--- src/inc/scs_defs.vh ---
// Constants for the system clock select and PLL control block.
// Assumes inclusion by the design file by bare name; bench files use literal values.
`ifndef SCS_DEFS_VH
`define SCS_DEFS_VH

// Register map (word-free byte index on plain port)
`define SCS_ADDR_W 4
`define SCS_REG_PLLCS 4'h0
`define SCS_REG_TRIM 4'h1
`define SCS_REG_STAT 4'h2
`define SCS_REG_SLEEP 4'h3
`define SCS_REG_T2CLK 4'h4
// Control/status fields
`define SCS_PLL_EN_BIT 1
`define SCS_LOCK_BIT 0
`define SCS_PLLCS_RST 8'h00
// Status fields
`define SCS_ST_RUN_BIT 0
`define SCS_ST_RSTDLY_BIT 1
`define SCS_ST_WAKE_BIT 2
// Clock source fuse codes
`define SCS_SRC_EXT 4'h0
`define SCS_SRC_PLL 4'h1
`define SCS_SRC_RC 4'h2
`define SCS_SRC_WDOSC 4'h4
`define SCS_SRC_LFXT 4'h6
// Sleep modes
`define SCS_SLP_ACTIVE 3'h0
`define SCS_SLP_IDLE 3'h1
`define SCS_SLP_ADCNR 3'h2
`define SCS_SLP_PDOWN 3'h3
`define SCS_SLP_PSAVE 3'h4
`define SCS_SLP_STBY 3'h5
// PLL
`define SCS_PLL_MULT 8
`define SCS_PLL_IN_KHZ 8000
`define SCS_PLL_OUT_KHZ 64000
`define SCS_PLL_SAT_KHZ 85000
`define SCS_PLL_LOCK_CYC 16'd100
// Reset time-out in ms and watchdog oscillator cycles; wake count in source cycles
`define SCS_TO_SHORT_MS 4
`define SCS_TO_SHORT_CYC 14'd512
`define SCS_TO_LONG_MS 64
`define SCS_TO_LONG_CYC 14'd8192
`define SCS_WAKE_CYC 16'd1024

`endif

--- src/design/scs_clock_ctrl.v ---
// Clock source select, start-up timing, domain gating and PLL control.
// Assumes fuses static, wdosc tick synchronous one-cycle pulse.
//
// The strobed register port and the placing of the registers are this design's own decisions.
`timescale 1ns/1ps
`include "scs_defs.vh"

// Overview of operation
// - PLL output is eight times the RC oscillator, nominal 64 MHz.
// - PLL runs only if enable bit set or PLL fuse reads zero.
// - Lock flag sets once the PLL has locked to its reference.
// - Trim shifts PLL output; above nominal it saturates and unlocks.
// - Power-down and stand-by switch off RC oscillator and PLL.
// - Fast clock, direct or prescaled, selectable for second timer.
// - Four-bit fuse code chooses system clock source; some reserved.
// - Fuse bit zero means programmed, one means unprogrammed.
// - Wake from power-down/save counts start-up cycles before running.
// - Reset start adds a delay timed by the watchdog oscillator.
// - Reset delay counts none, 512 or 8192 watchdog cycles, by start-up fuses.
// - Each sleep mode stops clocks of unused modules only.
// - Core clock gating stops register file, status and stack.
// - Asynchronous external interrupts still detected with I/O clock off.
// - Program memory clock follows core clock enable.
// - Converter clock has its own domain, running during conversion.
// - First clock after reset loads factory calibration byte into trim register; reset itself clears it.
module scs_clock_ctrl #(
  parameter [13:0] TO_SHORT_CYC = `SCS_TO_SHORT_CYC,
  parameter [13:0] TO_LONG_CYC = `SCS_TO_LONG_CYC,
  parameter [15:0] WAKE_CYC = `SCS_WAKE_CYC,
  parameter [15:0] LOCK_CYC = `SCS_PLL_LOCK_CYC,
  parameter [7:0] TRIM_NOMINAL = 8'h80 // Trim code giving 8 MHz
) (
  input wire clk_sys_i, // System clock
  input wire nrst_i, // Async reset, active low
  input wire [3:0] clock_source_select_fuses_i, // Source fuse code
  input wire pll_system_clock_fuse_i, // PLL fuse, 0 = programmed
  input wire [1:0] startup_fuses_i, // 00 none, 01 short, else long
  input wire [7:0] factory_cal_i, // Calibration byte
  input wire wdosc_tick_i, // Watchdog oscillator edge pulse
  input wire src_tick_i, // Selected source edge pulse
  input wire [2:0] sleep_mode_i, // Current sleep mode
  input wire conv_busy_i, // Converter converting
  input wire [`SCS_ADDR_W-1:0] addr_i, // Register address
  input wire [7:0] wdata_i, // Write data
  input wire wr_i, // Write strobe
  input wire rd_i, // Read strobe
  output reg [7:0] rdata_o, // Read data, one cycle later
  output reg [2:0] sys_src_o, // 0 ext,1 pll,2 rc,3 wd,4 lfxt,5 xtal,7 rsv
  output reg [3:0] xtal_mode_o, // Crystal code bits
  output reg [7:0] rc_trim_value_o, // RC trim value
  output reg rc_osc_en_o, // RC oscillator enable
  output reg pll_en_o, // PLL enable
  output reg [6:0] pll_freq_mhz_o, // Modelled fast clock rate
  output reg pll_lock_flag_o, // PLL locked
  output reg [1:0] t2_clk_sel_o, // 0 sys,1 fast direct,2 fast prescaled
  output reg core_clock_en_o, // Core clock enable
  output reg program_memory_clock_en_o, // Program memory clock enable
  output reg peripheral_io_clock_en_o, // I/O clock enable
  output reg converter_clock_en_o, // Converter clock enable
  output reg async_irq_en_o, // Async interrupt detect live
  output reg cpu_run_o // Instruction execution allowed
);

  localparam ST_RSTDLY = 2'd0;
  localparam ST_RUN = 2'd1;
  localparam ST_SLEEP = 2'd2;
  localparam ST_WAKE = 2'd3;

  reg [1:0] state_ff, nxt_state;
  reg [13:0] to_cnt_ff, nxt_to_cnt;
  reg [15:0] wk_cnt_ff, nxt_wk_cnt;
  reg [15:0] lk_cnt_ff;
  reg pll_enable_bit_ff;
  reg [1:0] t2_sel_ff;
  reg cal_ld_ff;
  reg [13:0] to_target;
  reg [2:0] slp_mode_ff;
  wire wake_count;
  wire [12:0] pll_mhz;
  wire pll_fuse_prog;
  wire deep_sleep;
  wire pll_run;
  wire trim_over;
  wire [9:0] rc_tenth_mhz;
  wire [12:0] pll_raw;

  assign pll_fuse_prog = ~pll_system_clock_fuse_i;
  assign deep_sleep = (state_ff == ST_SLEEP) &&
    (sleep_mode_i == `SCS_SLP_PDOWN || sleep_mode_i == `SCS_SLP_STBY);
  assign pll_run = (pll_enable_bit_ff | pll_fuse_prog) & ~deep_sleep;
  assign trim_over = rc_trim_value_o > TRIM_NOMINAL;
  // RC rate in 0.1 MHz steps: 80 at nominal, shifted by trim
  assign rc_tenth_mhz = 10'd80 + {2'b00, rc_trim_value_o[7:1]} -
    {3'b000, TRIM_NOMINAL[7:1]};
  assign pll_raw = {3'b000, rc_tenth_mhz} * 13'd`SCS_PLL_MULT;
  // Tenths of MHz to whole MHz
  assign pll_mhz = pll_raw / 13'd10;
  // Modes that need a counted restart: power-down, power-save, stand-by
  assign wake_count = (slp_mode_ff == `SCS_SLP_PDOWN) ||
    (slp_mode_ff == `SCS_SLP_PSAVE) || (slp_mode_ff == `SCS_SLP_STBY);

  always @* begin
    case (startup_fuses_i)
      2'b00: to_target = 14'd0;
      2'b01: to_target = TO_SHORT_CYC;
      default: to_target = TO_LONG_CYC;
    endcase
  end

  always @* begin
    nxt_state = state_ff;
    nxt_to_cnt = to_cnt_ff;
    nxt_wk_cnt = wk_cnt_ff;
    case (state_ff)
      ST_RSTDLY: begin
        if (wdosc_tick_i) begin
          nxt_to_cnt = to_cnt_ff + 14'd1;
        end
        if (to_cnt_ff >= to_target) begin
          nxt_state = ST_RUN;
        end
      end
      ST_RUN: begin
        if (sleep_mode_i != `SCS_SLP_ACTIVE) begin
          nxt_state = ST_SLEEP;
        end
      end
      ST_SLEEP: begin
        nxt_wk_cnt = 16'd0;
        if (sleep_mode_i == `SCS_SLP_ACTIVE) begin
          if (wake_count) begin
            nxt_state = ST_WAKE;
          end else begin
            nxt_state = ST_RUN;
          end
        end
      end
      ST_WAKE: begin
        if (src_tick_i) begin
          nxt_wk_cnt = wk_cnt_ff + 16'd1;
        end
        if (wk_cnt_ff >= WAKE_CYC) begin
          nxt_state = ST_RUN;
        end
      end
      default: nxt_state = ST_RSTDLY;
    endcase
  end

  always @(posedge clk_sys_i or negedge nrst_i) begin
    if (!nrst_i) begin
      state_ff <= ST_RSTDLY;
      to_cnt_ff <= 14'd0;
      wk_cnt_ff <= 16'd0;
      slp_mode_ff <= `SCS_SLP_ACTIVE;
    end else begin
      state_ff <= nxt_state;
      to_cnt_ff <= nxt_to_cnt;
      wk_cnt_ff <= nxt_wk_cnt;
      // Last sleep mode requested, decides the wake path
      if (sleep_mode_i != `SCS_SLP_ACTIVE) begin
        slp_mode_ff <= sleep_mode_i;
      end
    end
  end

  // Registers, trim load and lock counter
  always @(posedge clk_sys_i or negedge nrst_i) begin
    if (!nrst_i) begin
      pll_enable_bit_ff <= 1'b0;
      t2_sel_ff <= 2'b00;
      rc_trim_value_o <= 8'h00;
      cal_ld_ff <= 1'b1;
      lk_cnt_ff <= 16'd0;
      pll_lock_flag_o <= 1'b0;
    end else begin
      if (cal_ld_ff) begin
        rc_trim_value_o <= factory_cal_i;
        cal_ld_ff <= 1'b0;
      end else if (wr_i && addr_i == `SCS_REG_TRIM) begin
        rc_trim_value_o <= wdata_i;
      end
      if (wr_i && addr_i == `SCS_REG_PLLCS) begin
        pll_enable_bit_ff <= wdata_i[`SCS_PLL_EN_BIT];
      end
      if (wr_i && addr_i == `SCS_REG_T2CLK) begin
        t2_sel_ff <= wdata_i[1:0];
      end
      if (!pll_run || trim_over) begin
        lk_cnt_ff <= 16'd0;
        pll_lock_flag_o <= 1'b0;
      end else if (lk_cnt_ff >= LOCK_CYC) begin
        pll_lock_flag_o <= 1'b1;
      end else begin
        lk_cnt_ff <= lk_cnt_ff + 16'd1;
      end
    end
  end

  // Read port, gated outputs
  always @(posedge clk_sys_i or negedge nrst_i) begin
    if (!nrst_i) begin
      rdata_o <= 8'h00;
      sys_src_o <= 3'd2;
      xtal_mode_o <= 4'h0;
      rc_osc_en_o <= 1'b0;
      pll_en_o <= 1'b0;
      pll_freq_mhz_o <= 7'd0;
      t2_clk_sel_o <= 2'b00;
      core_clock_en_o <= 1'b0;
      program_memory_clock_en_o <= 1'b0;
      peripheral_io_clock_en_o <= 1'b0;
      converter_clock_en_o <= 1'b0;
      async_irq_en_o <= 1'b0;
      cpu_run_o <= 1'b0;
    end else begin
      rdata_o <= 8'h00;
      if (rd_i) begin
        case (addr_i)
          `SCS_REG_PLLCS: rdata_o <= {6'd0, pll_enable_bit_ff,
                                      pll_lock_flag_o};
          `SCS_REG_TRIM: rdata_o <= rc_trim_value_o;
          `SCS_REG_STAT: rdata_o <= {5'd0, state_ff == ST_WAKE,
                                     state_ff == ST_RSTDLY,
                                     state_ff == ST_RUN};
          `SCS_REG_SLEEP: rdata_o <= {5'd0, sleep_mode_i};
          `SCS_REG_T2CLK: rdata_o <= {6'd0, t2_sel_ff};
          default: rdata_o <= 8'h00;
        endcase
      end
      xtal_mode_o <= clock_source_select_fuses_i;
      case (clock_source_select_fuses_i)
        `SCS_SRC_EXT: sys_src_o <= 3'd0;
        `SCS_SRC_PLL: sys_src_o <= 3'd1;
        `SCS_SRC_RC: sys_src_o <= 3'd2;
        `SCS_SRC_WDOSC: sys_src_o <= 3'd3;
        `SCS_SRC_LFXT: sys_src_o <= 3'd4;
        default: sys_src_o <= clock_source_select_fuses_i[3] ?
                              3'd5 : 3'd7;
      endcase
      rc_osc_en_o <= ~deep_sleep;
      pll_en_o <= pll_run;
      if (!pll_run) begin
        pll_freq_mhz_o <= 7'd0;
      end else if (trim_over) begin
        pll_freq_mhz_o <= 7'd85;
      end else begin
        pll_freq_mhz_o <= pll_mhz[6:0]; // 64 MHz at nominal
      end
      t2_clk_sel_o <= (t2_sel_ff == 2'b11) ? 2'b00 : t2_sel_ff;
      // Sleep gating table
      core_clock_en_o <= (state_ff == ST_RUN);
      program_memory_clock_en_o <= (state_ff == ST_RUN);
      peripheral_io_clock_en_o <= (state_ff == ST_RUN) ||
        (state_ff == ST_SLEEP && sleep_mode_i == `SCS_SLP_IDLE);
      converter_clock_en_o <= (state_ff == ST_RUN) || conv_busy_i ||
        (state_ff == ST_SLEEP && (sleep_mode_i == `SCS_SLP_IDLE ||
         sleep_mode_i == `SCS_SLP_ADCNR));
      async_irq_en_o <= 1'b1;
      cpu_run_o <= (nxt_state == ST_RUN);
    end
  end

endmodule // scs_clock_ctrl

--- config.mk ---
export PLATFORM = sky130hd
export DESIGN_NAME = scs_clock_ctrl
export DESIGN_NICKNAME = d
export VERILOG_FILES = /design/src/design/scs_clock_ctrl.v
export VERILOG_INCLUDE_DIRS = /design/src /design/src/inc
export SDC_FILE = /design/constraint.sdc
export NUM_CORES = 1
export LEC_CHECK = 0
export BUFFER_PORTS_ARGS = -buffer_cell sky130_fd_sc_hd__buf_4
export CAP_MARGIN = 20
export CELL_PAD_IN_SITES_DETAIL_PLACEMENT = 1
export CELL_PAD_IN_SITES_GLOBAL_PLACEMENT = 1
export CORE_MARGIN = 4
export CORE_UTILIZATION = 40
export CTS_BUF_LIST = sky130_fd_sc_hd__clkbuf_16
export CTS_CLUSTER_SIZE = 28
export DETAILED_ROUTE_END_ITERATION = 16
export GPL_TIMING_DRIVEN = 0
export MAX_ROUTING_LAYER = met4
export PLACE_DENSITY_LB_ADDON = 0.08
export SYNTH_ARGS = -nofsm -noshare
export SYNTH_HDL_FRONTEND = slang
export SYNTH_SLANG_ARGS = --single-unit
--- constraint.sdc ---
create_clock -name clk_sys_i -period 4.7 [get_ports clk_sys_i]
set_input_delay 0 -clock clk_sys_i [delete_from_list [all_inputs] [get_ports clk_sys_i]]
set_output_delay 0 -clock clk_sys_i [all_outputs]
set_load 0.03 [all_outputs]
Word-level counts from Yosys, hierarchy flattened
Cells that the tools add are included.
- bits in registers: 95
- bits of input ports: 37
- output and inout bits: 41
- word-level logic and storage cells: 107
- $add $sub $neg: 5
- div/mod/pow operators: 1
- order comparisons: 4
- equal/unequal tests: 23
- mux-type cells: 22
- bitwise operators: 4
- reduce and logical (&&, ||, !) cells: 26
- operator list (cell ; number):
    2-to-1 mux 16 bit ; 3
    case mux 8 bit (5 select lines) ; 1
    adder 16 x 1 -> 16 bit (second input constant) ; 2
    case mux 16 bit (2 select lines) ; 1
    case mux 14 bit (2 select lines) ; 1
    2-to-1 mux 8 bit ; 3
    greater-or-equal comparator 16 x 11 -> 1 bit (second input constant) ; 1
    greater-or-equal comparator 16 x 7 -> 1 bit (second input constant) ; 1
    case mux 3 bit (5 select lines) ; 1
    adder 14 x 1 -> 14 bit (second input constant) ; 1
    greater-or-equal comparator 14 bit ; 1
    2-to-1 mux 2 bit ; 7
    2-to-1 mux 7 bit ; 2
    divider 13 x 4 -> 13 bit (second input constant) ; 1
    == test 4 x 2 -> 1 bit (second input constant) ; 3
    == test 4 x 3 -> 1 bit (second input constant) ; 3
    == test 3 x 2 -> 1 bit (second input constant) ; 3
    == test 3 bit (second input constant) ; 3
    subtractor 8 x 7 -> 9 bit (second input constant) ; 1
    adder 7 x 7 -> 8 bit (first input constant) ; 1
    == test 4 x 1 -> 1 bit (second input constant) ; 2
    > comparator 8 bit (second input constant) ; 1
    zero test 4 bit ; 2
    logical OR 1 bit ; 8
    other kinds (16) ; 32

Depth between registers and ports, before layout
Gate-level depths: netlist (run 1).
- depth in word-level cells: 8
- gate-level depth with buffers: 23

Worst setup path after synthesis (run 1)
OpenSTA, ideal clock, no wires.
- kind: reg2reg
- start point: register rc_trim_value_o[5]
- end point: register pll_freq_mhz_o[0]
- arrival: 4.549 ns
- data required time: 4.569 ns
- path slack: 0.020 ns
- cell stages (with the launch flop): 23
- path buffers: 2
- period minus slack after synthesis: 4.680 ns
- cells stage by stage: dfrtp_1 buf_2 inv_1 ha_1 buf_2 o21bai_4 or3_1 a21boi_4 a21oi_2 a2bb2oi_4 nand2b_1 o21ai_0 a211oi_1 ha_1 nand3_1 a21oi_2 nor4_1 o21bai_1 ha_1 nor2_1 o21ai_0 o31ai_1 a21oi_1
- cells in the longest elaborated chain, start to end: 5
- elaborated cells between the ends (all ways): 6
- classes of those cells: add/sub (2); div (1); order compare (1); mux (2)
- RTL lines (item ; RTL line ; text):
    start: declaration ; scs_clock_ctrl.v:50 ; output reg [7:0] rc_trim_value_o,
    start signal: assignment ; scs_clock_ctrl.v:178 ; rc_trim_value_o <= factory_cal_i;
    start signal: assignment ; scs_clock_ctrl.v:181 ; rc_trim_value_o <= wdata_i;
    adder 7 x 7 -> 8 bit ; scs_clock_ctrl.v:93 ; assign rc_tenth_mhz = 10'd80 + {2'b00, rc_trim_value_o[7:1]} -
    subtractor 8 x 7 -> 9 bit ; scs_clock_ctrl.v:93 ;
    divider 13 x 4 -> 13 bit ; scs_clock_ctrl.v:97 ; assign pll_mhz = pll_raw / 13'd10;
    2-to-1 mux 7 bit * ; scs_clock_ctrl.v:245 ; end else if (trim_over) begin
    2-to-1 mux 7 bit * ; scs_clock_ctrl.v:243 ; if (!pll_run) begin
    end signal: assignment ; scs_clock_ctrl.v:248 ; pll_freq_mhz_o <= pll_mhz[6:0];
    end: declaration ; scs_clock_ctrl.v:53 ; output reg [6:0] pll_freq_mhz_o,
Mark *: on every way between the ends. The rest lies on a longest branch, timed or not.
A chain may end at the register's enable or synchronous reset.

Worst setup path in the final report (run 1)
Same ends and word-level chain as after synthesis.

==> metrics.cfg, run 1 <==
[setup_path]
worstRegToRegCells=21
cp_max_fo=10
r2r_start=rc_trim_value_o[5]
critPathKind=flop to flop
critPathCaptureType=flop
start_kind=flop
r2r-end=pll_freq_mhz_o[0]
cp-startpoint=rc_trim_value_o[5]
regToRegSetupSlack_ns=0.15
cp.required_ns=4.92
arrival_ns=4.77

[timing]
slew_viol_final=0
whs_ns=0.0164
setup_viol=0
fin_worst_skew_ns=0.0111
layout_min_cycle_time_ns=4.55
fmax_ghz=0.220
maxSlewHeadroom_pct=39.9
finalHoldViolCount=0
max_slew.worst_pin.slew_ns=0.890
timing.final.crit_share_pct=96.8

[synth]
synth_edf_count=0
syn_avg_cell_area_um2=9.57
ys_seq_area_share_pct=45.1
ys_top_cells_by_area=dfrtp_1, nor2_1, nand2_1
ys_ff_latch=95
synthCells=551
synth_fp_nets=602
synth_top_area_share_pct=44.1
synth_cell_types=77
async_flop_share_pct=100
yosysWarnings=0
synth_flop_cell=dfrtp_1
yosysTopAreaCell=dfrtp_1
netlist_area_mm2=0.00527

[clock_network]
clk_pin_slew_ns=0.07
root_buffer=clkbuf_16
numCtsBuffers=9
clk_path_buf_depth=2
clock_sinks=95
cts_tree=yes
clk-insertion-delay-late_ns=0.35
cts_max_level=3

[global_route]
grt_max_degree=53
grt_first_pass_wirelength_mm=25.1
grt_overflow=0
grt_antenna_before_repair=0
grt_pass1_vias=4999
track_usage_pct=21.9

[floorplan]
initial_utilization_pct=41.3
core_area_mm2=0.0128
rows=41
die_x_um=123
die_h_um=123
die-area_mm2=0.0151
ios=78

[drt]
drt_iter0_markers=233
drc=0
dr.pass1.iters=4
ant_nets=0
avgRoutedWirePerCell_um=17.7
via_per_inst=5.38
num_vias=4540
wl_mm=14.9

[flow_run]
drv_cap=0

[place]
gp_congestion=0.884
port_buffers=71
dpl.hpwl_mm=10.6
placedCellCount=795

[status]
status=complete, no violations

[finish]
diodes=0
fill_cells=1421
stdcell_count=844
fin_util_pct=53.5
synthToLayoutAreaGrowth_pct=29.7
drive_gt1_share_pct=22.9
multi_input_area_mm2=0.00285
register_area_mm2=0.00238
layout.nets=718

[power]
p_clk_share_pct=28.6
p_comb_share_pct=34.3
sw_frac_of_total_pct=35.5
internal_power_mw=1.67
total_power_mw=2.59
pwr-share-seq_pct=37.0
vdd_ir_drop_max_mv=0.159
p_leak_nw=3.15
powerDensity_mw_per_mm2=379
p_switching_mw=0.920

[min_path]
worstHoldStart=src_tick_i
hold_path_depth=4
hold_end=wk_cnt_ff[0]
hold_path_class=primary input to flop

==> power by group through the flow <==
stage / clock network (mW) / registers [mW] / logic, mW
5_1_grt: 0.795 / 0.971 / 0.981
3_3_place_gp: 0 / 0.971 / 0.752
3_5_place_dp: 0 / 0.976 / 0.785
4_1_cts: 0.763 / 0.960 / 0.859
2_1_floorplan: 0 / 1.04 / 0.457
6_report: 0.742 / 0.959 / 0.890
==> worst max-delay path, stage by stage, from the launching register on <==
cell and delay, ns:
dfrtp_2 0.41, buf_4 0.18, inv_4 0.10, ha_4 0.24
o21bai_4 0.19, or3_1 0.34, a21boi_4 0.17, a21oi_2 0.17
a2bb2oi_4 0.20, nand2b_4 0.16, o21ai_0 0.10, a211oi_2 0.33
ha_2 0.22, nand3_1 0.10, a21oi_4 0.27, nor3_4 0.09
mux2i_2 0.22, ha_1 0.27, nor2_2 0.14, o21ai_0 0.13
o31ai_1 0.30, a21oi_1 0.09
==> layout by cell type (no fill, tap or decap), types with 3 or more instances in the layout <==
| master | n |
|---|---|
| a21o_1 | 5 |
| a21oi_1 | 19 |
| a21oi_4 | 3 |
| a31oi_1 | 3 |
| and2_1 | 15 |
| and3_1 | 10 |
| buf_4 | 87 |
| clkbuf_1 | 17 |
| clkbuf_16 | 9 |
| dfrtp_1 | 91 |
| dlygate4sd3_1 | 23 |
| ha_1 | 10 |
| inv_1 | 24 |
| mux2_2 | 3 |
| mux2i_1 | 19 |
| nand2_1 | 54 |
| nand2b_1 | 7 |
| nand3_1 | 19 |
| nand4_1 | 10 |
| nor2_1 | 54 |
| nor2b_1 | 6 |
| nor3_1 | 10 |
| nor3_2 | 4 |
| nor3b_1 | 3 |
| nor4b_1 | 3 |
| o211ai_1 | 5 |
| o21ai_0 | 31 |
| o21ai_1 | 3 |
| o31ai_1 | 3 |
| or3_1 | 3 |
| xnor2_1 | 17 |
| xor2_1 | 18 |
==> cells in the mapped netlist, drive strengths merged, types with 4 or more instances <==
cell,n
dfrtp,93
nand2,55
nor2,55
o21ai,35
inv,24
a21oi,23
nand3,21
mux2i,20
xor2,19
clkbuf,18
xnor2,17
nor3,16
and2,15
ha,14
and3,10
nand4,10
buf,9
nand2b,9
a21o,6
nor2b,6
o211ai,5
nor4b,4
o31ai,4
==> layer usage <==
metal	wire length, um	up-vias	global-route usage [%]
met5	0	-	-
met4	255	0	6.44
met3	506	22	4.33
met2	7740	74	37.4
met1	6420	2282	26.3
li1	-	2162	-
==> worst max-delay path by stage <==
stage	to	slack, ns	cells past startpoint
2_1_floorplan	pll_freq_mhz_o[0]	0.02	22
3_3_place_gp	pll_freq_mhz_o[0]	-0.57	22
3_5_place_dp	pll_freq_mhz_o[0]	-0.76	22
4_1_cts	pll_freq_mhz_o[0]	0.01	22
5_1_grt	pll_freq_mhz_o[0]	-0.02	21
6_report	pll_freq_mhz_o[0]	0.15	21
==> layout make-up <==
type	instances	share of cell area, %
clock buffers	9	3.29
multi-input cells	405	41.7
repair buffers	107	12.9
clock inverters	7	1.08
plain buffers	25	1.72
inverters	24	1.35
flip-flops and latches	95	34.8
well taps	172	3.15
==> state kept, by name (all words and copies together) (netlist names), 4 cells and up <==
register	count
lk_cnt_ff	16
pll_freq_mhz_o	7
rc_trim_value_o	8
rdata_o	8
to_cnt_ff	14
wk_cnt_ff	16
xtal_mode_o	4
==> repair_timing <==
action,4_1_cts,5_1_grt
hold buffers,23,0
hold endpoints to repair,62,0
setup buffers,6,5
endpoints found under the setup margin,2,1
resized for setup,20,16
pin swaps,3,8
==> per-stage QoR <==
step / setup TNS (ns) / setup WS [ns] / instance area (um^2)
finish: 0 / 0.149 / 6840
floorplan: 0 / 0.0201 / 5270
global route: -0.0196 / -0.0196 / 6840
CTS: 0 / 0.0139 / 6720
detailed placement: -0.842 / -0.756 / 6050
global placement: -0.585 / -0.569 / 6020
==> logic make-up after synthesis <==
kind of cell	count (synthesis)	share of synthesized area [%]
AO/OA/AOI/OAI	112	15.6
XOR/XNOR	36	6.12
adder cells (fa/ha/maj)	14	3.32
buffers and inverters	51	3.96
flip-flops	95	45.1
multiplexers	23	4.44
other	2	0.142
AND/OR/NAND/NOR	218	21.2
No activity file was read; power rests on OpenSTA's default activity.
==> run 2, diff against run 1 <==
Settings changed: CELL_PAD_IN_SITES_DETAIL_PLACEMENT 1 to not set, CELL_PAD_IN_SITES_GLOBAL_PLACEMENT 1 to not set, CORE_MARGIN 4 to 10, CORE_UTILIZATION 40 to 52, RECOVER_POWER set to 100.
==> run 2 against run 1 <==
Compared with the run above:
- non-clock buffer count is 2 higher
- the run now ends with capacitance limit, slew limit left
- largest cell class unchanged
- cell area fell by 4.1%
- clock power fell by 9.0%
- setup slack improved by 0.038 ns
- maximum frequency is 0.84% higher
- count of clock-buffer cells in the layout did not move
- utilization up 13 points
- first-iteration DRC count up 120%
- critical path type unchanged
- cell count decreased by 4.4%
- total power is 4.4% lower
- via count fell by 0.86%
- clock skew shrank 0.0023 ns
==> metrics.cfg, run 2 (same netlist as run 1, synthesis figures left out) <==
[status]
status=complete, but fails checks
violations=capacitance limit, slew limit

[flow_run]
drv_cap=1  ; +1

[setup_path]
slowest_delay_ns=0.43  ; +0.02 ns
path_buf_inv=2  ; unchanged
crit_chain=buf_4, inv_1, ha_4, o2111a_1, o31ai_4, o311a_1, a41oi_2, a2bb2oi_4, nand2b_4, o21ai_1, a211oi_2, ha_2, nand3_1, a21oi_4, nor3_4, mux2i_1, ha_1, nor2_2, o21ai_0, o31ai_1, a21oi_1
critPathKind=flop to flop
cp_max_fo=10  ; unchanged
start_kind=flop
cp.required_ns=4.91  ; about the same
slowest_stage=dfrtp_2
cp_top_family=compound AO/OA/AOI/OAI gates
critPathCaptureType=flop
arrival_ns=4.73  ; -0.04 ns

[drt]
ant_nets=0  ; unchanged
via_per_inst=5.58  ; +3.7%
drc=0  ; unchanged
avgRoutedWirePerCell_um=16.9  ; -4.4%
wl_mm=13.6  ; -8.6%
num_vias=4501  ; -0.86%
drt_iter0_markers=508  ; +120%
dr.pass1.iters=5  ; +1

[finish]
multi_input_area_mm2=0.00281  ; -1.3%
synthToLayoutAreaGrowth_pct=24.4
diodes=0  ; unchanged
register_area_mm2=0.00238  ; unchanged
largestRegisters=lk_cnt_ff: 16 flops, wk_cnt_ff: 16 flops, to_cnt_ff: 14 flops
fill_cells=844  ; -41%
layout.nets=720  ; +0.28%
layout_commonest_cell=dfrtp_1
layout_common_cells=dfrtp_1, clkbuf_1, nand2_1, nor2_1, buf_4
drive_gt1_share_pct=16.3  ; -6.6 points
fin_util_pct=66.8  ; +13 points

[timing]
fin_worst_skew_ns=0.00878  ; -0.00229 ns
finalHoldViolCount=0  ; unchanged
slew_viol_final=71  ; +71
timing.final.crit_share_pct=96.0  ; -0.81 points
whs_ns=0.0232  ; +0.00674 ns
fmax_ghz=0.222  ; +0.84%
layout_min_cycle_time_ns=4.51  ; -0.0380 ns
setup_viol=0  ; unchanged
maxSlewHeadroom_pct=-12.1  ; -52 points
max_slew.worst_pin.slew_ns=1.68  ; +0.791 ns

[clock_network]
numCtsBuffers=9  ; unchanged
cts_tree=yes
clk_path_buf_depth=2  ; unchanged
clk-insertion-delay-late_ns=0.34  ; about the same
root_buffer=clkbuf_16
clk_pin_slew_ns=0.07  ; about the same
clock_sinks=95  ; unchanged
cts_max_level=3  ; unchanged

[place]
gp_congestion=0.963  ; +8.9%
dpl.hpwl_mm=9.91  ; -6.9%
port_buffers=71  ; unchanged

[floorplan]
die-area_mm2=0.0146  ; -3.4%
core_area_mm2=0.00982  ; -23%
rows=36  ; -12%
die_h_um=121  ; -1.7%
die_x_um=121  ; -1.7%
initial_utilization_pct=53.7  ; +12 points
ios=78  ; unchanged

[global_route]
grt_overflow=0  ; unchanged
grt_max_degree=71  ; +34%
grt_antenna_before_repair=0  ; unchanged
track_usage_pct=19.5  ; -2.4 points
grt_first_pass_wirelength_mm=22.5  ; -10%
grt_pass1_vias=4502  ; -9.9%

[power]
p_leak_nw=2.96  ; -6.0%
powerDensity_mw_per_mm2=378  ; -0.32%
vdd_ir_drop_max_mv=0.230  ; +45%

[min_path]
hold_path_class=primary input to flop

run 2: cell types whose count changed in the layout (fill, tap and decap cells not counted), sizes merged:
cell	delta
inv	-1
dlygate4sd3	-1
buf	-42
bufinv	-1
clkbuf	+45
clkinvlp	+2
run 2: tightest hold or removal path, cell delays in order:
cell	delay, ns
buf_4	0.09
nand2b_1	0.17
nor2_1	0.06
run 2: layout make-up:
class,count,share of cell area (%)
clock buffers,9,3.44
well taps,133,2.54
repair buffers,108,10.7
plain buffers,26,1.97
flip-flops and latches,95,36.3
multi-input cells,405,42.9
clock inverters,7,0.763
inverters,24,1.43
run 2: path summary, 6_finish.rpt:
path                                    start           endpoint  slack, ns  depth (start not counted)
hold reg to reg                  t2_sel_ff[0]    t2_clk_sel_o[1]       0.47                          1
min in group asynchronous              nrst_i      to_cnt_ff[10]       0.54                          2
max in group asynchronous              nrst_i         rdata_o[3]       1.82                          3
setup reg to reg           rc_trim_value_o[6]  pll_freq_mhz_o[0]       0.19                         21
setup / recovery           rc_trim_value_o[6]  pll_freq_mhz_o[0]       0.19                         21
hold / removal                      addr_i[3]         rdata_o[0]       0.02                          3
run 2: timing repair:
action | in CTS | in global routing
setup endpoints to repair | 2 | 1
hold endpoints to repair | 110 | 0
resized for setup | 9 | 24
buffers inserted | 2 | 11
pin swaps | 1 | 8
hold buffers | 22 | 0
gates cloned | 0 | 0
run 2: power breakdown:
group	internal, mW	switching, mW	leakage (nW)
sequential	0.900	0.0572	1.23
clock	0.359	0.315	0.128
combinational	0.322	0.522	1.61
total	1.58	0.895	2.96
run 2: stage by stage:
step / setup TNS, ns / setup slack, ns / area (um^2) / power [mW] / cells
after floorplan: 0 / 0.0201 / 5270 / 1.50 / 551
after global placement: -0.416 / -0.416 / 5970 / 1.71 / 755
after detailed placement: -0.639 / -0.615 / 6000 / 1.74 / 756
after CTS: 0 / 0.0205 / 6550 / 2.46 / 796
after global routing: -0.0598 / -0.0598 / 6560 / 2.61 / 807
final: 0 / 0.187 / 6560 / 2.48 / 807
run 2: routing by layer:
layer  vias up  global-route usage, %  share of wire, %
li1       2163                      -                 -
met1      2185                   23.8                43
met2       133                   31.8                50
met3        20                   4.05               4.9
met4         0                   5.81               1.7
met5         -                      -                 0
==> run 3, diff against run 2 <==
Settings changed: BUFFER_PORTS_ARGS -buffer_cell sky130_fd_sc_hd__buf_4 to not set, CORE_UTILIZATION 52 to 58, DONT_BUFFER_PORTS set to 1, SKIP_LAST_GASP set to 1.
==> run 3 against run 2 <==
Compared with the run above:
- the run still ends with capacitance limit, slew limit left
- flip-flop and latch count unchanged
- register-to-register slack worse by 0.11 ns
- combinational power down 9.8%
- setup slack worse by 0.11 ns
- cell count down 9.9%
- first-iteration DRC count down 35%
- sequential share of layout area up 1.1 points
- critical endpoint unchanged
- largest cell class unchanged
- largest power group unchanged
==> metrics.cfg, run 3 (same netlist as run 1, synthesis figures left out) <==
[status]
status=complete, but fails checks
violations=capacitance limit, slew limit

[global_route]
track_usage_pct=21.1  ; +1.6 points
grt_antenna_before_repair=0  ; unchanged
use_met3_pct=4.17  ; +0.12 points
grt_overflow=0  ; unchanged
grt_busiest_layer=met2
grt_pass1_vias=4338  ; -3.6%
use_met2_pct=34.0  ; +2.2 points
grt_first_pass_wirelength_mm=22.0  ; -2.4%
grtUsageMet1_pct=25.5  ; +1.8 points
grt_max_degree=96  ; +35%

[setup_path]
arrival_ns=4.85  ; +0.12 ns
cp_max_fo=8  ; -2
r2r_start=rc_trim_value_o[5]
r2r-end=pll_freq_mhz_o[0]
slowest_delay_ns=0.58  ; +0.15 ns
cpMostUsedCell=buf_6
crit_chain=buf_6, clkinvlp_4, ha_4, o21ba_2, xnor2_1, a221o_1, a41oi_2, a2bb2oi_4, buf_6, nand4_1, a21oi_2, a211oi_2, ha_2, nand3_2, a21oi_4, buf_6, nor3_4, mux2i_1, ha_1, nor2_2, o21ai_1, o31ai_1, a21oi_1
slowest_stage=dfrtp_2
start_kind=flop
worstRegToRegCells=23  ; +9.5%
critPathCaptureType=flop
critPathKind=flop to flop
cp.required_ns=4.92  ; about the same
regToRegSetupSlack_ns=0.07  ; -0.11 ns

[power]
pwr-share-seq_pct=41.3  ; +2.6 points
p_comb_share_pct=30.0  ; -4.1 points
powerDensity_mw_per_mm2=399  ; +5.7%
p_clk_share_pct=28.7  ; +1.5 points
vdd_ir_drop_max_mv=0.254  ; +11%
p_switching_mw=0.938  ; +4.8%
p_leak_nw=2.86  ; -3.6%
internal_power_mw=1.60  ; +1.1%
total_power_mw=2.54  ; +2.5%
sw_frac_of_total_pct=37.0  ; +0.84 points

[floorplan]
die_x_um=115  ; -4.4%
ios=78  ; unchanged
initial_utilization_pct=60.2  ; +6.5 points
core_area_mm2=0.00876  ; -11%
die-area_mm2=0.0133  ; -8.7%
die_h_um=115  ; -4.4%
rows=34  ; -5.6%

[drt]
via_per_inst=6.00  ; +7.5%
drt_iter0_markers=328  ; -35%
dr.pass1.iters=5  ; unchanged
wl_mm=13.5  ; -0.77%
ant_nets=0  ; unchanged
avgRoutedWirePerCell_um=18.6  ; +10%
drc=0  ; unchanged
num_vias=4360  ; -3.1%

[finish]
largestRegisters=lk_cnt_ff: 16 flops, wk_cnt_ff: 16 flops, to_cnt_ff: 14 flops
drive_gt1_share_pct=15.0  ; -1.3 points
final_area_mm2=0.00636  ; -3.0%
diodes=0  ; unchanged
layout_commonest_cell=dfrtp_1
layout_common_cells=dfrtp_1, nand2_1, nor2_1
layout.nets=665  ; -7.6%
synthToLayoutAreaGrowth_pct=20.6

[timing]
fmax_ghz=0.216  ; -2.5%
setup_ws_ns=0.0725  ; -0.114 ns
max_slew.worst_pin.slew_ns=2.28  ; +0.596 ns
layout_min_cycle_time_ns=4.63  ; +0.114 ns
finalHoldViolCount=0  ; unchanged
setup_tns_ns=0  ; unchanged
setup_viol=0  ; unchanged
fin_worst_skew_ns=0.00841  ; -0.000376 ns
slew_viol_final=96  ; +35%
timing.final.crit_share_pct=98.5  ; +2.4 points
whs_ns=0.0120  ; -0.0112 ns
maxSlewHeadroom_pct=-51.8  ; -40 points

[place]
postPlaceCellArea_mm2=0.00541  ; -9.9%
port_buffers=0  ; -100%
dp_slack_ns=-0.783  ; -0.169 ns
gp_congestion=0.964  ; +0.11%
dpl.hpwl_mm=8.95  ; -9.7%

[min_path]
hold_end=to_cnt_ff[0]
hold_path_depth=2  ; -1
worstHoldStart=wdosc_tick_i
hold_path_class=primary input to flop

[clock_network]
numCtsBuffers=9  ; unchanged
clock_sinks=95  ; unchanged
cts_max_level=3  ; unchanged
root_buffer=clkbuf_16
clk-insertion-delay-late_ns=0.35  ; about the same
cts_tree=yes
clk_pin_slew_ns=0.07  ; about the same
clk_path_buf_depth=2  ; unchanged

[flow_run]
drv_cap=1  ; unchanged

[run 3: worst max-delay path: cells and delay by family, from the launching register on]
kind                     cells  cell delay, ns
AO/OA/AOI/OAI               10            1.79
adder cells (fa/ha/maj)      3            0.85
buffers and inverters        4            0.58
flip-flops                   1            0.58
AND/OR/NAND/NOR              4            0.33
multiplexers                 1            0.22
XOR/XNOR                     1            0.14
[run 3: how the worst max path moves through the flow]
stage                            start                 to  slack, ns  cells past startpoint
global placement    rc_trim_value_o[5]  pll_freq_mhz_o[0]      -0.77                     22
floorplan           rc_trim_value_o[5]  pll_freq_mhz_o[0]       0.02                     22
global route        rc_trim_value_o[5]  pll_freq_mhz_o[0]      -0.11                     24
CTS                 rc_trim_value_o[5]  pll_freq_mhz_o[0]       0.03                     22
finish              rc_trim_value_o[5]  pll_freq_mhz_o[0]       0.07                     23
detailed placement  rc_trim_value_o[5]  pll_freq_mhz_o[0]      -0.78                     22
[run 3: metrics by stage]
stage	utilization [%]	instances
finish	72.5	727
global route	72.5	727
CTS	69.9	711
detailed placement	61.7	659
global placement	61.7	659
floorplan	-	551
[run 3: cell type report]
class,instances,area [um^2]
repair buffers,54,472
clock buffers,9,225
flip-flops and latches,95,2380
fillers,626,2410
multi-input cells,405,2850
well taps,108,135
plain buffers,25,128
clock inverters,7,71.3
inverters,24,93.8
[run 3: power groups by stage]
stage	sequential, mW	combinational (mW)	clock [mW]
after global placement	1.06	0.557	0
after global routing	1.06	0.833	0.777
after detailed placement	1.06	0.569	0
after floorplan	1.04	0.457	0
final	1.05	0.761	0.729
after CTS	1.05	0.667	0.746
[run 3: repair_timing]
action,4_1_cts,5_1_grt
gates resized for setup,14,31
hold buffers,28,0
setup endpoints to repair,2,1
gates cloned,0,0
hold endpoints to repair,120,0
pin swaps,1,17
buffers inserted,8,17
[run 3: metal layers]
layer  routed length, um  vias to the layer above  part of all wire (%)
li1                    -                     2063                     -
met4                 235                        0                   1.7
met1                5670                     2129                    42
met3                 759                       20                   5.6
met2                6860                      148                    51
met5                   0                        -                     0
